### src/common/cibr_pkg.sv
// Constants shared by the identifier buffer register block
package cibr_pkg;

  // Register map, page numbers in paddr[7:4] and control byte address on APB
  localparam logic [3:0] TX_PAGE   = 4'h0;
  localparam logic [3:0] RX_PAGE   = 4'h1;
  localparam logic [7:0] CTRL_ADDR = 8'h20;

  // Field positions inside the second identifier byte
  localparam int unsigned SRR_BIT     = 4;
  localparam int unsigned IDE_BIT     = 3;
  localparam int unsigned RTR_STD_BIT = 4;
  // Field position inside the fourth identifier byte, extended mapping
  localparam int unsigned RTR_EXT_BIT = 0;

  // Arbitration field lengths in bits
  localparam logic [5:0] EXT_LEN = 6'h20;
  localparam logic [5:0] STD_LEN = 6'h0d;

  // Control and status bits
  localparam int unsigned CTRL_START = 0;
  localparam int unsigned STAT_BUSY  = 0;
  localparam int unsigned STAT_LOST  = 1;
  localparam int unsigned STAT_WIN   = 2;

  // Bit timing
  localparam int unsigned CLK_PERIOD_NS = 40;
  localparam int unsigned BIT_TIME_NS   = 1000;
  localparam int unsigned BIT_CYCLES    = BIT_TIME_NS / CLK_PERIOD_NS;
  localparam logic [4:0]  BIT_LAST      = 5'(BIT_CYCLES - 1);

  // Reset value of the buffer bytes
  localparam logic [7:0] BYTE_RST = 8'h00;

endpackage

### src/hw/cibr_id_unpack.sv
// Identifier bytes to fields and arbitration bit sequence
`timescale 1ns/100ps
module cibr_id_unpack (
  input  wire logic [7:0]  byte0,
  input  wire logic [7:0]  byte1,
  input  wire logic [7:0]  byte2,
  input  wire logic [7:0]  byte3,
  output logic      [28:0] ident,
  output logic             ide,
  output logic             srr,
  output logic             rtr,
  output logic      [31:0] arb_vec,
  output logic      [5:0]  arb_len
);

  wire [28:0] id_ext;
  wire [10:0] id_std;

  assign ide    = byte1[cibr_pkg::IDE_BIT];
  assign srr    = byte1[cibr_pkg::SRR_BIT];
  assign id_ext = {byte0, byte1[7:5], byte1[2:0], byte2, byte3[7:1]};
  assign id_std = {byte0, byte1[7:5]};
  assign ident  = ide ? id_ext : {18'h0, id_std};
  assign rtr    = ide ? byte3[cibr_pkg::RTR_EXT_BIT]
                      : byte1[cibr_pkg::RTR_STD_BIT];

  // Left aligned in bus order, so a plain compare ranks priority
  assign arb_vec = ide ? {id_ext[28:18], srr, ide, id_ext[17:0], rtr}
                       : {id_std, rtr, ide, 19'h0};
  assign arb_len = ide ? cibr_pkg::EXT_LEN : cibr_pkg::STD_LEN;

endmodule

### src/hw/cibr_id_pack.sv
// Received identifier fields to buffer bytes
`timescale 1ns/100ps
module cibr_id_pack (
  input  wire logic [28:0] ident,
  input  wire logic        ide,
  input  wire logic        srr,
  input  wire logic        rtr,
  output logic      [7:0]  byte0,
  output logic      [7:0]  byte1,
  output logic      [7:0]  byte2,
  output logic      [7:0]  byte3
);

  assign byte0 = ide ? ident[28:21] : ident[10:3];
  assign byte1 = ide ? {ident[20:18], srr, ide, ident[17:15]}
                     : {ident[2:0], rtr, ide, 3'h0};
  // Unused bytes in standard mapping read as zero
  assign byte2 = ide ? ident[14:7] : 8'h00;
  assign byte3 = ide ? {ident[6:0], rtr} : 8'h00;

endmodule

### src/hw/cibr_ident_regs.sv
// Identifier buffer registers with APB slave and arbitration sender
`timescale 1ns/100ps
module cibr_ident_regs (
  input  wire logic        pclk,
  input  wire logic        presetn,
  input  wire logic        psel,
  input  wire logic        penable,
  input  wire logic        pwrite,
  input  wire logic [7:0]  paddr,
  input  wire logic [31:0] pwdata,
  output logic      [31:0] prdata,
  output logic             pready,
  output logic             pslverr,
  input  wire logic        rx_store,
  input  wire logic [28:0] rx_ident,
  input  wire logic        rx_srr,
  input  wire logic        rx_ide,
  input  wire logic        rx_rtr,
  input  wire logic        can_rx,
  output logic             can_tx
);

  typedef enum logic {CIBR_IDLE, CIBR_SEND} cibr_arb_t;

  logic      [7:0]  tx_q [4];
  logic      [7:0]  rx_q [4];
  logic      [31:0] prdata_q;
  logic             pready_q;
  logic             pslverr_q;
  logic             rx_meta_q;
  logic             rx_sync_q;
  cibr_arb_t        state_q;
  logic      [31:0] shift_q;
  logic      [5:0]  len_q;
  logic      [5:0]  bit_idx_q;
  logic      [4:0]  cnt_q;
  logic             can_tx_q;
  logic             lost_q;
  logic             win_q;

  wire [28:0] tx_ident;
  wire        tx_ide;
  wire [31:0] tx_arb;
  wire [5:0]  tx_len;
  wire [28:0] rx_ident_q;
  wire        rx_ide_q;
  wire        rx_srr_q;
  wire        rx_rtr_q;
  wire [31:0] rx_arb;
  wire [7:0]  pk_byte [4];

  // Address decode
  wire        setup   = psel & ~penable;
  wire        access  = psel & penable & pready_q;
  wire        aligned = paddr[1:0] == 2'h0;
  wire [1:0]  idx     = paddr[3:2];
  wire        hit_tx  = aligned & (paddr[7:4] == cibr_pkg::TX_PAGE);
  wire        hit_rx  = aligned & (paddr[7:4] == cibr_pkg::RX_PAGE);
  wire        hit_ctl = paddr == cibr_pkg::CTRL_ADDR;
  wire        mapped  = hit_tx | hit_rx | hit_ctl;
  wire        busy    = state_q == CIBR_SEND;
  // Buffer is frozen while its identifier is on the bus
  wire        wr_tx   = access & pwrite & hit_tx & ~busy;
  wire        start   = access & pwrite & hit_ctl & ~busy
                        & pwdata[cibr_pkg::CTRL_START];
  wire [7:0]  status  = {5'h0, win_q, lost_q, busy};
  wire [31:0] rd_mux  = hit_tx  ? {24'h0, tx_q[idx]} :
                        hit_rx  ? {24'h0, rx_q[idx]} :
                        hit_ctl ? {24'h0, status} : 32'h0;
  wire        tick    = busy & (cnt_q == cibr_pkg::BIT_LAST);
  // Recessive sent but dominant seen means another node wins
  wire        lose    = tick & can_tx_q & ~rx_sync_q;
  wire        last    = bit_idx_q == len_q - 6'h01;

  assign prdata  = prdata_q;
  assign pready  = pready_q;
  assign pslverr = pslverr_q;
  assign can_tx  = can_tx_q;

  cibr_id_unpack u_tx_unpack (
    .byte0   (tx_q[0]),
    .byte1   (tx_q[1]),
    .byte2   (tx_q[2]),
    .byte3   (tx_q[3]),
    .ident   (tx_ident),
    .ide     (tx_ide),
    .srr     (),
    .rtr     (),
    .arb_vec (tx_arb),
    .arb_len (tx_len)
  );

  cibr_id_unpack u_rx_unpack (
    .byte0   (rx_q[0]),
    .byte1   (rx_q[1]),
    .byte2   (rx_q[2]),
    .byte3   (rx_q[3]),
    .ident   (rx_ident_q),
    .ide     (rx_ide_q),
    .srr     (rx_srr_q),
    .rtr     (rx_rtr_q),
    .arb_vec (rx_arb),
    .arb_len ()
  );

  cibr_id_pack u_rx_pack (
    .ident (rx_ident),
    .ide   (rx_ide),
    .srr   (rx_srr),
    .rtr   (rx_rtr),
    .byte0 (pk_byte[0]),
    .byte1 (pk_byte[1]),
    .byte2 (pk_byte[2]),
    .byte3 (pk_byte[3])
  );

  // APB answer one cycle after setup, no wait states
  always_ff @(posedge pclk or negedge presetn) begin
    if (!presetn) begin
      pready_q  <= 1'b0;
      pslverr_q <= 1'b0;
      prdata_q  <= 32'h0;
    end else begin
      pready_q  <= setup;
      pslverr_q <= setup & ~mapped;
      prdata_q  <= setup ? rd_mux : 32'h0;
    end
  end

  // Per byte buffer storage
  for (genvar i = 0; i < 4; i++) begin : g_byte
    always_ff @(posedge pclk or negedge presetn) begin
      if (!presetn) begin
        tx_q[i] <= cibr_pkg::BYTE_RST;
        rx_q[i] <= cibr_pkg::BYTE_RST;
      end else begin
        // Transmit bytes kept as written, SRR included
        if (wr_tx && idx == 2'(i)) begin
          tx_q[i] <= pwdata[7:0];
        end
        if (rx_store) begin
          rx_q[i] <= pk_byte[i];
        end
      end
    end
  end

  // Bus pin synchroniser
  always_ff @(posedge pclk or negedge presetn) begin
    if (!presetn) begin
      rx_meta_q <= 1'b1;
      rx_sync_q <= 1'b1;
    end else begin
      rx_meta_q <= can_rx;
      rx_sync_q <= rx_meta_q;
    end
  end

  // Smaller arbitration field wins
  always_ff @(posedge pclk or negedge presetn) begin
    if (!presetn) begin
      win_q <= 1'b0;
    end else begin
      win_q <= tx_arb < rx_arb;
    end
  end

  // Bit rate enable
  always_ff @(posedge pclk or negedge presetn) begin
    if (!presetn) begin
      cnt_q <= 5'h0;
    end else if (!busy || tick) begin
      cnt_q <= 5'h0;
    end else begin
      cnt_q <= cnt_q + 5'h01;
    end
  end

  // Arbitration sender, most significant bit first
  always_ff @(posedge pclk or negedge presetn) begin
    if (!presetn) begin
      state_q   <= CIBR_IDLE;
      shift_q   <= 32'h0;
      len_q     <= 6'h0;
      bit_idx_q <= 6'h0;
      can_tx_q  <= 1'b1;
      lost_q    <= 1'b0;
    end else begin
      case (state_q)
        CIBR_IDLE: begin
          if (start) begin
            state_q   <= CIBR_SEND;
            shift_q   <= tx_arb;
            len_q     <= tx_len;
            bit_idx_q <= 6'h0;
            can_tx_q  <= tx_arb[31];
            lost_q    <= 1'b0;
          end
        end
        CIBR_SEND: begin
          if (lose) begin
            state_q  <= CIBR_IDLE;
            can_tx_q <= 1'b1;
            lost_q   <= 1'b1;
          end else if (tick && last) begin
            state_q  <= CIBR_IDLE;
            can_tx_q <= 1'b1;
          end else if (tick) begin
            shift_q   <= {shift_q[30:0], 1'b0};
            can_tx_q  <= shift_q[30];
            bit_idx_q <= bit_idx_q + 6'h01;
          end
        end
        default: begin
          state_q  <= CIBR_IDLE;
          can_tx_q <= 1'b1;
        end
      endcase
    end
  end
endmodule

### config.mk
export PLATFORM = sky130hd
export DESIGN_NAME = cibr_ident_regs
export DESIGN_NICKNAME = d
export VERILOG_FILES = /design/src/common/cibr_pkg.sv /design/src/hw/cibr_id_unpack.sv /design/src/hw/cibr_id_pack.sv /design/src/hw/cibr_ident_regs.sv
export SDC_FILE = /design/constraint.sdc
export NUM_CORES = 1
export LEC_CHECK = 0
export BUFFER_PORTS_ARGS = -buffer_cell sky130_fd_sc_hd__buf_2
export CORE_AREA = 2 2 97 123
export CTS_CLUSTER_SIZE = 28
export DETAILED_ROUTE_END_ITERATION = 16
export DIE_AREA = 0 0 99 125
export PLACE_DENSITY = 0.87
export SYNTH_ARGS = -nofsm -noshare
export SYNTH_HDL_FRONTEND = slang
export SYNTH_SLANG_ARGS = --single-unit
### constraint.sdc
create_clock -name pclk -period 3.26 [get_ports pclk]
set_input_delay 0.326 -clock pclk [delete_from_list [all_inputs] [get_ports pclk]]
set_output_delay 0.326 -clock pclk [all_outputs]
set_load 0.02 [all_outputs]
==> results of run 1 <==
[layer usage]
metal | vias up | track usage | part of all wire
met2 | 326 | 0.456 | 0.50
li1 | 2380 | - | -
met5 | - | 0 | 0
met4 | 0 | 0.156 | 0.043
met3 | 61 | 0.0654 | 0.073
met1 | 2627 | 0.367 | 0.39
[metrics by stage]
step	instance area (sq um)	hold WS [ns]	cells	power, uW
final	7600	0.136	866	3810
after global placement	7000	0.345	832	1960
after floorplan	6790	0.0304	681	1870
after global routing	7600	0.144	866	3940
after CTS	7600	0.139	866	3810
after detailed placement	7000	0.348	832	1980
[flip-flops by register name, indices dropped and copies added (netlist names)]
| signal | flops |
|---|---|
| pready | 1 |
| prdata | 8 |
| shift_q | 31 |
| cnt_q | 5 |
| lost_q | 1 |
| bit_idx_q | 6 |
| tx_q | 32 |
| busy | 1 |
| win_q | 1 |
| rx_sync_q | 1 |
| rx_meta_q | 1 |
| rx_q | 32 |
| pslverr | 1 |
| len_q | 2 |
| can_tx | 1 |
[kinds of logic after synthesis]
family,Yosys count,synth area share
other,1,0.000559
DFF,124,0.463
AOI/OAI and AO/OA,150,0.130
buffers and inverters,125,0.0879
muxes,62,0.129
adders and majority gates,34,0.0634
xor gates and xnor gates,6,0.00784
and+or+nand+nor,156,0.118
[worst max-delay path, cell delays in order, from the launching register on]
cell	delay [ns]
sky130_fd_sc_hd__dfrtp_1	0.41
sky130_fd_sc_hd__inv_1	0.08
sky130_fd_sc_hd__ha_1	0.15
sky130_fd_sc_hd__nand4b_1	0.25
sky130_fd_sc_hd__nor2_1	0.43
sky130_fd_sc_hd__o211ai_2	0.26
sky130_fd_sc_hd__buf_4	0.31
sky130_fd_sc_hd__o22ai_1	0.33
sky130_fd_sc_hd__a21oi_1	0.08
[final cells by class]
| cell class | instances | share of cell area |
|---|---|---|
| timing repair buffer | 71 | 0.0514 |
| multi-input combinational | 432 | 0.407 |
| sequential | 124 | 0.409 |
| tap | 138 | 0.0227 |
| clock inverter | 8 | 0.0123 |
| inverter | 69 | 0.0341 |
| clock buffer | 24 | 0.0634 |
[power by group]
group / switching (uW) / internal [uW]
Clock: 670 / 1180
Combinational: 209 / 117
Sequential: 51.0 / 1590
[layout by cell type, fill, tap and decap left out, drive strengths merged, types with 7 or more instances in the layout]
| master | instances |
|---|---|
| buf | 69 |
| inv | 68 |
| mux2i | 13 |
| nor2 | 28 |
| and2 | 18 |
| nand2 | 57 |
| conb | 24 |
| o21ai | 33 |
| nand3 | 28 |
| a21oi | 64 |
| mux4 | 16 |
| o22ai | 32 |
| clkinv | 7 |
| ha | 34 |
| dfrtp | 121 |
| clkbuf | 24 |
| mux2 | 33 |
[worst paths after layout]
kind | from | to | cells past startpoint
setup reg to reg | cnt_q[0] | shift_q[7] | 8
min in group asynchronous | presetn | cnt_q[0] | 2
hold reg to reg | rx_meta_q | rx_sync_q | 0
setup / recovery | cnt_q[0] | shift_q[7] | 8
hold / removal | rx_ident[16] | rx_q[17] | 3
max in group asynchronous | presetn | rx_meta_q | 3
[repair_timing]
item	CTS	global route
hold endpoints to repair	10	0
hold buffers	2	0
endpoints found under the setup margin	0	0
buffers inserted	0	0
==> results list, run 1 <==
- In the final layout, the share of cells above drive strength 1 is 0.216.
* Residual antenna-violating net count after detailed routing: 0
* DRC violations left: 0
- sky130_fd_sc_hd__dfrtp_1 is the most common cell in the netlist.
- Clock latency on the worst-skew pair: 0.43 ns
- For the final database, setup skew stands at 0.0206 ns.
* Filler Cell Count: 759
- Average wire per standard cell: 19.6 microns
- CTS clock-pin slew for the worst setup and hold paths: 0.05 ns
- The analysis attributes to cell leakage a power of 0.00380 uW.
* Number of buffers on the longest clock path: 2
- Dividing the final minimum period by the clock period gives 0.750.
- Type of the worst setup path: register to register
- Yosys mapped a number of flops with a built-in enable equal to 0.
- Max-cap viol count: 0
- Sum of overflow across all layers after global routing: 0
* Required arrival time at the worst endpoint: 3.53 ns
- The flow ran to the end, and the final reports show no timing, DRC or antenna violations.
- Crit-path max FO: 30
- Initial antenna violation count: 0
- Commonest cells post-synth: 121 x sky130_fd_sc_hd__dfrtp_1, 68 x sky130_fd_sc_hd__inv_1, 64 x sky130_fd_sc_hd__a21oi_1, 57 x sky130_fd_sc_hd__nand2_1, 34 x sky130_fd_sc_hd__ha_1
- Across all setup checks in the final design, the least slack found is 0.814 ns.
- Rows: 44
- At the end of the flow the core is filled with cells to 0.673.
- For this run, the number of Yosys warnings is 0.
- CTS placed an instance of sky130_fd_sc_hd__clkbuf_16 at the clock tree root.
* Startpoint Class: register
* Boundary pin count: 114
* Inserted Clock Buffers: 17
* Width of the die: 99 microns
- Gate count of the mapped netlist: 658
* Top-area cell type share of the netlist area: 0.452
- Via count of the first global-routing pass: 5341
- The pre-antenna-repair detailed-routing pass consisted of 6 iterations.
* Sequential cell area in the final layout: 3110 sq um
- Count of inserted antenna diode cells: 0
* First DRT Iteration DRCs: 459
- Of all flip-flops after synthesis, the portion carrying an async set or reset was 1.00.
- The initial utilization of the core area, before any placement, comes to 0.594.
- The routed layout has 5394 vias.
- I/O Buffers: 65
- In the final timing run, aggregate negative setup slack is 0 ns.
- Post_cts resized: 0
* CTS HTree Levels: 4
- STA classifies the critical path endpoint as a register.
- The die covers 12400 sq um.
* Clock tree from TritonCTS: done
- Period minus WS final: 2.45 ns
- Number of failing hold endpoints at the final stage: 0
- The path class of the tightest hold or removal check is input pin to register.
- Global-route wire length before repair: 27300 microns
* Pin slew with the least headroom to its limit: 0.958 ns
* Worst-case vdd ir drop: 0.306 mV
- The core region is 11300 sq um.
- Global router's overall resource usage: 0.288
- Setup repair after global routing left no endpoint under its margin.
- Final setup vio count: 0
- Number of nets in the layout: 828
- The synthesized netlist occupies a cell area of 6710 sq um.
* Sinks on Clock Net: 124
- After detailed routing, the number of vias per cell comes to 6.23.
- By area the synthesized netlist is led by sky130_fd_sc_hd__dfrtp_1 45%, sky130_fd_sc_hd__ha_1 6.3%, sky130_fd_sc_hd__mux2_2 5.5%.
- The floorplan step set the die height to 125 microns.
* Synthesized area per cell: 10.2 sq um
* Overall routed net length: 17000 microns
- Worst reg2reg setup slack: 0.81 ns
- In this run the tightest slew margin relative to its limit is 0.361.
- The biggest area contributor in the post-synthesis netlist is sky130_fd_sc_hd__dfrtp_1.
* Sequential share of the synthesized area: 0.463
* Data arrival, critical path: 2.72 ns
- Timing analysis after detailed placement gives a worst setup slack of 0.680 ns.
* Placer Congestion: 0.928
* Synthesis-stage register bit count: 124
* Cell variety after synth: 57
- Post-DP HPWL: 11500 microns
- Synthesis-to-layout area growth: 13.3%
* Maximum number of pins on one net before global-route repair: 68
- Maximum clock rate: 409 MHz
* Final number of max-transition violations: 0
- In the synthesized netlist the dominant register cell turns out to be sky130_fd_sc_hd__dfrtp_1.
- Dividing total power by cell area gives a power density of 502 nW/um^2.
- Summing all multi-input logic gate instances after layout gives 3100 sq um.
No activity file was read; power rests on OpenSTA's default activity.
==> inputs of run 2 (changes only) <==
- CORE_AREA: 2 2 97 123 -> 2 2 101 127
- DIE_AREA: 0 0 99 125 -> 0 0 103 129
- PLACE_DENSITY: 0.87 -> 0.82
- clock period: 3.26 -> 2.6 ns (I/O delays scaled with it)
==> run 2 against run 1 <==
Effect of this change:
- via count fell by 1.5%
- highest routed layer unchanged
- sequential power increased by 26%
- critical endpoint is now shift_q[18]
- hold slack worse by 0.063 ns
==> results list, run 2 (synthesized netlist as in run 1, its figures left out) <==
- The clock-pin slew on the worst setup and hold paths came to 0.06 ns (about the same).
* Count of inserted antenna diode cells: 0 (unchanged)
- The relative slew slack was 0.366 (+0.00468).
* DRC violations left: 0 (unchanged)
* Maximum number of pins on one net before global-route repair: 57 (-16%)
- Sinks on Clock Net: 124 (unchanged)
* Initial antenna violation count: 0 (unchanged)
- Total via count after detailed routing: 5312 (-1.5%)
* CTS HTree Levels: 4 (unchanged)
* Final clock period utilization by the worst path: 0.923 (+0.173)
- TritonCTS built the clock tree.
- Number of vias per cell after detailed routing: 5.90 (-5.3%)
* Largest clock skew in the final design: 0.00933 ns (-0.0112 ns)
- The total power is 4890 uW (+28%).
- The power density of the placed cells was 632 nW/um^2 (+26%).
- The largest fanout on the critical path came to 33 (+10%).
* Post_cts resized: 0 (unchanged)
- Residual antenna-violating net count after detailed routing: 0 (unchanged)
- The fraction of final layout cells sized beyond drive strength 1 came to 0.229 (+0.0136).
* Required arrival time at the worst endpoint: 2.85 ns (-0.68 ns)
- The max capacitance violation total is 0 (unchanged).
* Global-route wire length before repair: 27100 microns (-0.96%)
* Kind of end point of the critical path: register
- The via count of the first global-routing pass came to 5358 (+0.32%).
* Sum of overflow across all layers after global routing: 0 (unchanged)
- The HPWL after detailed placement was 11800 microns (+2.4%).
- The die width is 103 microns (+4.0%).
* P_leak: 0.00386 uW (+1.4%)
- Die footprint: 13300 sq um (+7.4%)
- Startpoint Class: register
- The utilization of the core after routing is 0.642 (-0.0316).
* Placer Congestion: 0.962 (+3.7%)
* Period minus WS final: 2.40 ns (-0.0461 ns)
- Rows: 45 (+2.3%)
- Total iterations of the first detailed-routing run: 5 (-1)
- The overall die height is 129 microns (+3.2%).
- The accumulated negative setup slack is 0 ns (unchanged).
- Final setup vio count: 0 (unchanged)
* Total met2 wirelength after detailed routing: 8450 microns (-0.12%)
- The critical path in this run is classified as register to register.
* Wire length on met1: 6590 microns (+0.83%)
- Run status: completed
* Average wire per standard cell: 18.7 microns (-4.6%)
- The boundary pin count was 114 (unchanged).
- Hold Worst Slack: 0.0723 ns (-0.0633 ns)
- The routed length on met3 came to 1100 microns (-11%).
- The initial cell density of the core is 0.556 (-0.0376).
- I/O Buffers: 65 (unchanged)
* Final number of max-transition violations: 0 (unchanged)
- The worst hold path belongs to the class input pin to register.
- Unrepaired setup endpoints after global routing: false
- The worst vdd rail ir drop was 0.434 mV (+42%).
* Cell Count, Final, Fillers Out: 901 (+4.0%)
- The placeable core area was 12000 sq um (+6.8%).
* Global router's overall resource usage: 0.271 (-0.0167)
* Maximum clock rate: 417 MHz (+1.9%)
- The top cell types in the final layout, fill and taps aside, are 121 x sky130_fd_sc_hd__dfrtp_1, 68 x sky130_fd_sc_hd__inv_1, 64 x sky130_fd_sc_hd__a21oi_1, 64 x sky130_fd_sc_hd__buf_2, 57 x sky130_fd_sc_hd__nand2_1.
* Post-CTS repair timing setup buffer count: 0 (unchanged)
- The violation count after the first detailed-route iteration is 486 (+5.9%).
- Placed cell count: 867 (+4.2%)
- The final-report hold violation count is 0 (unchanged).
- The total wirelength of the detailed-routed design is 16800 microns (-0.77%).
* Top sig layer: met4
* Biggest regs: rx_q (32), tx_q (32), shift_q (31)
- Leaving out fill and tap cells, the most frequent cell in the layout is sky130_fd_sc_hd__dfrtp_1.
- Data arrival, critical path: 2.65 ns (-0.07 ns)
* Clock latency on the worst-skew pair: 0.42 ns (about the same)
- Clock root buffer: sky130_fd_sc_hd__clkbuf_16
* Number of buffers on the longest clock path: 2 (unchanged)
- Number of nets in the layout: 837 (+1.1%)
* Pin slew with the least headroom to its limit: 0.951 ns (-0.00702 ns)
- The number of buffers created by CTS was 17 (unchanged).
- Synthesis-to-layout area growth: 15.3%
run 2: cell count changes in the layout (fill, tap and decap cells not counted), sizes merged:
cell / before / now
clkinvlp: 0 / 1
clkbuf: 24 / 19
inv: 68 / 70
bufinv: 2 / 3
buf: 69 / 78
clkinv: 7 / 8
run 2: power breakdown:
| group | internal, uW | total (uW) | leakage, uW | switching (uW) |
|---|---|---|---|---|
| Clock | 1540 | 2420 | 0.000298 | 886 |
| Sequential | 1990 | 2060 | 0.00147 | 65.2 |
| Combinational | 151 | 411 | 0.00208 | 260 |
| Total | 3680 | 4890 | 0.00386 | 1210 |
run 2: what timing repair did:
action | CTS | global route
hold buffers | 2 | 0
endpoints found under the hold margin | 31 | 0
endpoints found under the setup margin | 0 | 2
run 2: worst paths after layout:
| kind | from | slack, ns | to | cells after the start |
|---|---|---|---|---|
| worst max register to register | bit_idx_q[4] | 0.20 | shift_q[18] | 5 |
| worst max-delay path | bit_idx_q[4] | 0.20 | shift_q[18] | 5 |
| worst min register to register | rx_meta_q | 0.36 | rx_sync_q | 0 |
| worst min-delay path | rx_ident[15] | 0.07 | rx_q[16] | 3 |
| max in group asynchronous | presetn | 1.59 | rx_q[7] | 3 |
| min in group asynchronous | presetn | 0.35 | bit_idx_q[2] | 2 |
run 2: through the flow:
stage / cell area [sq um] / worst slack (ns)
3_3_place_gp: 7100 / 0.345
2_1_floorplan: 6790 / 0.555
3_5_place_dp: 7100 / 0.286
5_1_grt: 7730 / 0.0211
4_1_cts: 7730 / 0.216
6_report: 7730 / 0.200
run 2: layer usage:
metal  GRT usage  up-vias
li1            -     2398
met5           0        -
met4       0.146        0
met3      0.0489       53
met2       0.444      287
met1       0.339     2574
run 2: worst max-delay path: stages, from the launching register on:
cell and delay, ns:
sky130_fd_sc_hd__dfrtp_1 0.44, sky130_fd_sc_hd__nor4b_1 0.50, sky130_fd_sc_hd__o211a_1 0.25, sky130_fd_sc_hd__a21oi_1 0.13, sky130_fd_sc_hd__o22ai_4 0.71, sky130_fd_sc_hd__a21oi_1 0.21
run 2: final cells by class:
cell class                      instances  area, sq um
Timing Repair Buffer                   80          458
Fill cell                             907         4320
Tap cell                              164          205
Clock buffer                           19          443
Inverter                               69          259
Sequential cell                       124         3110
Multi-Input combinational cell        432         3100
Clock inverter                         13          165
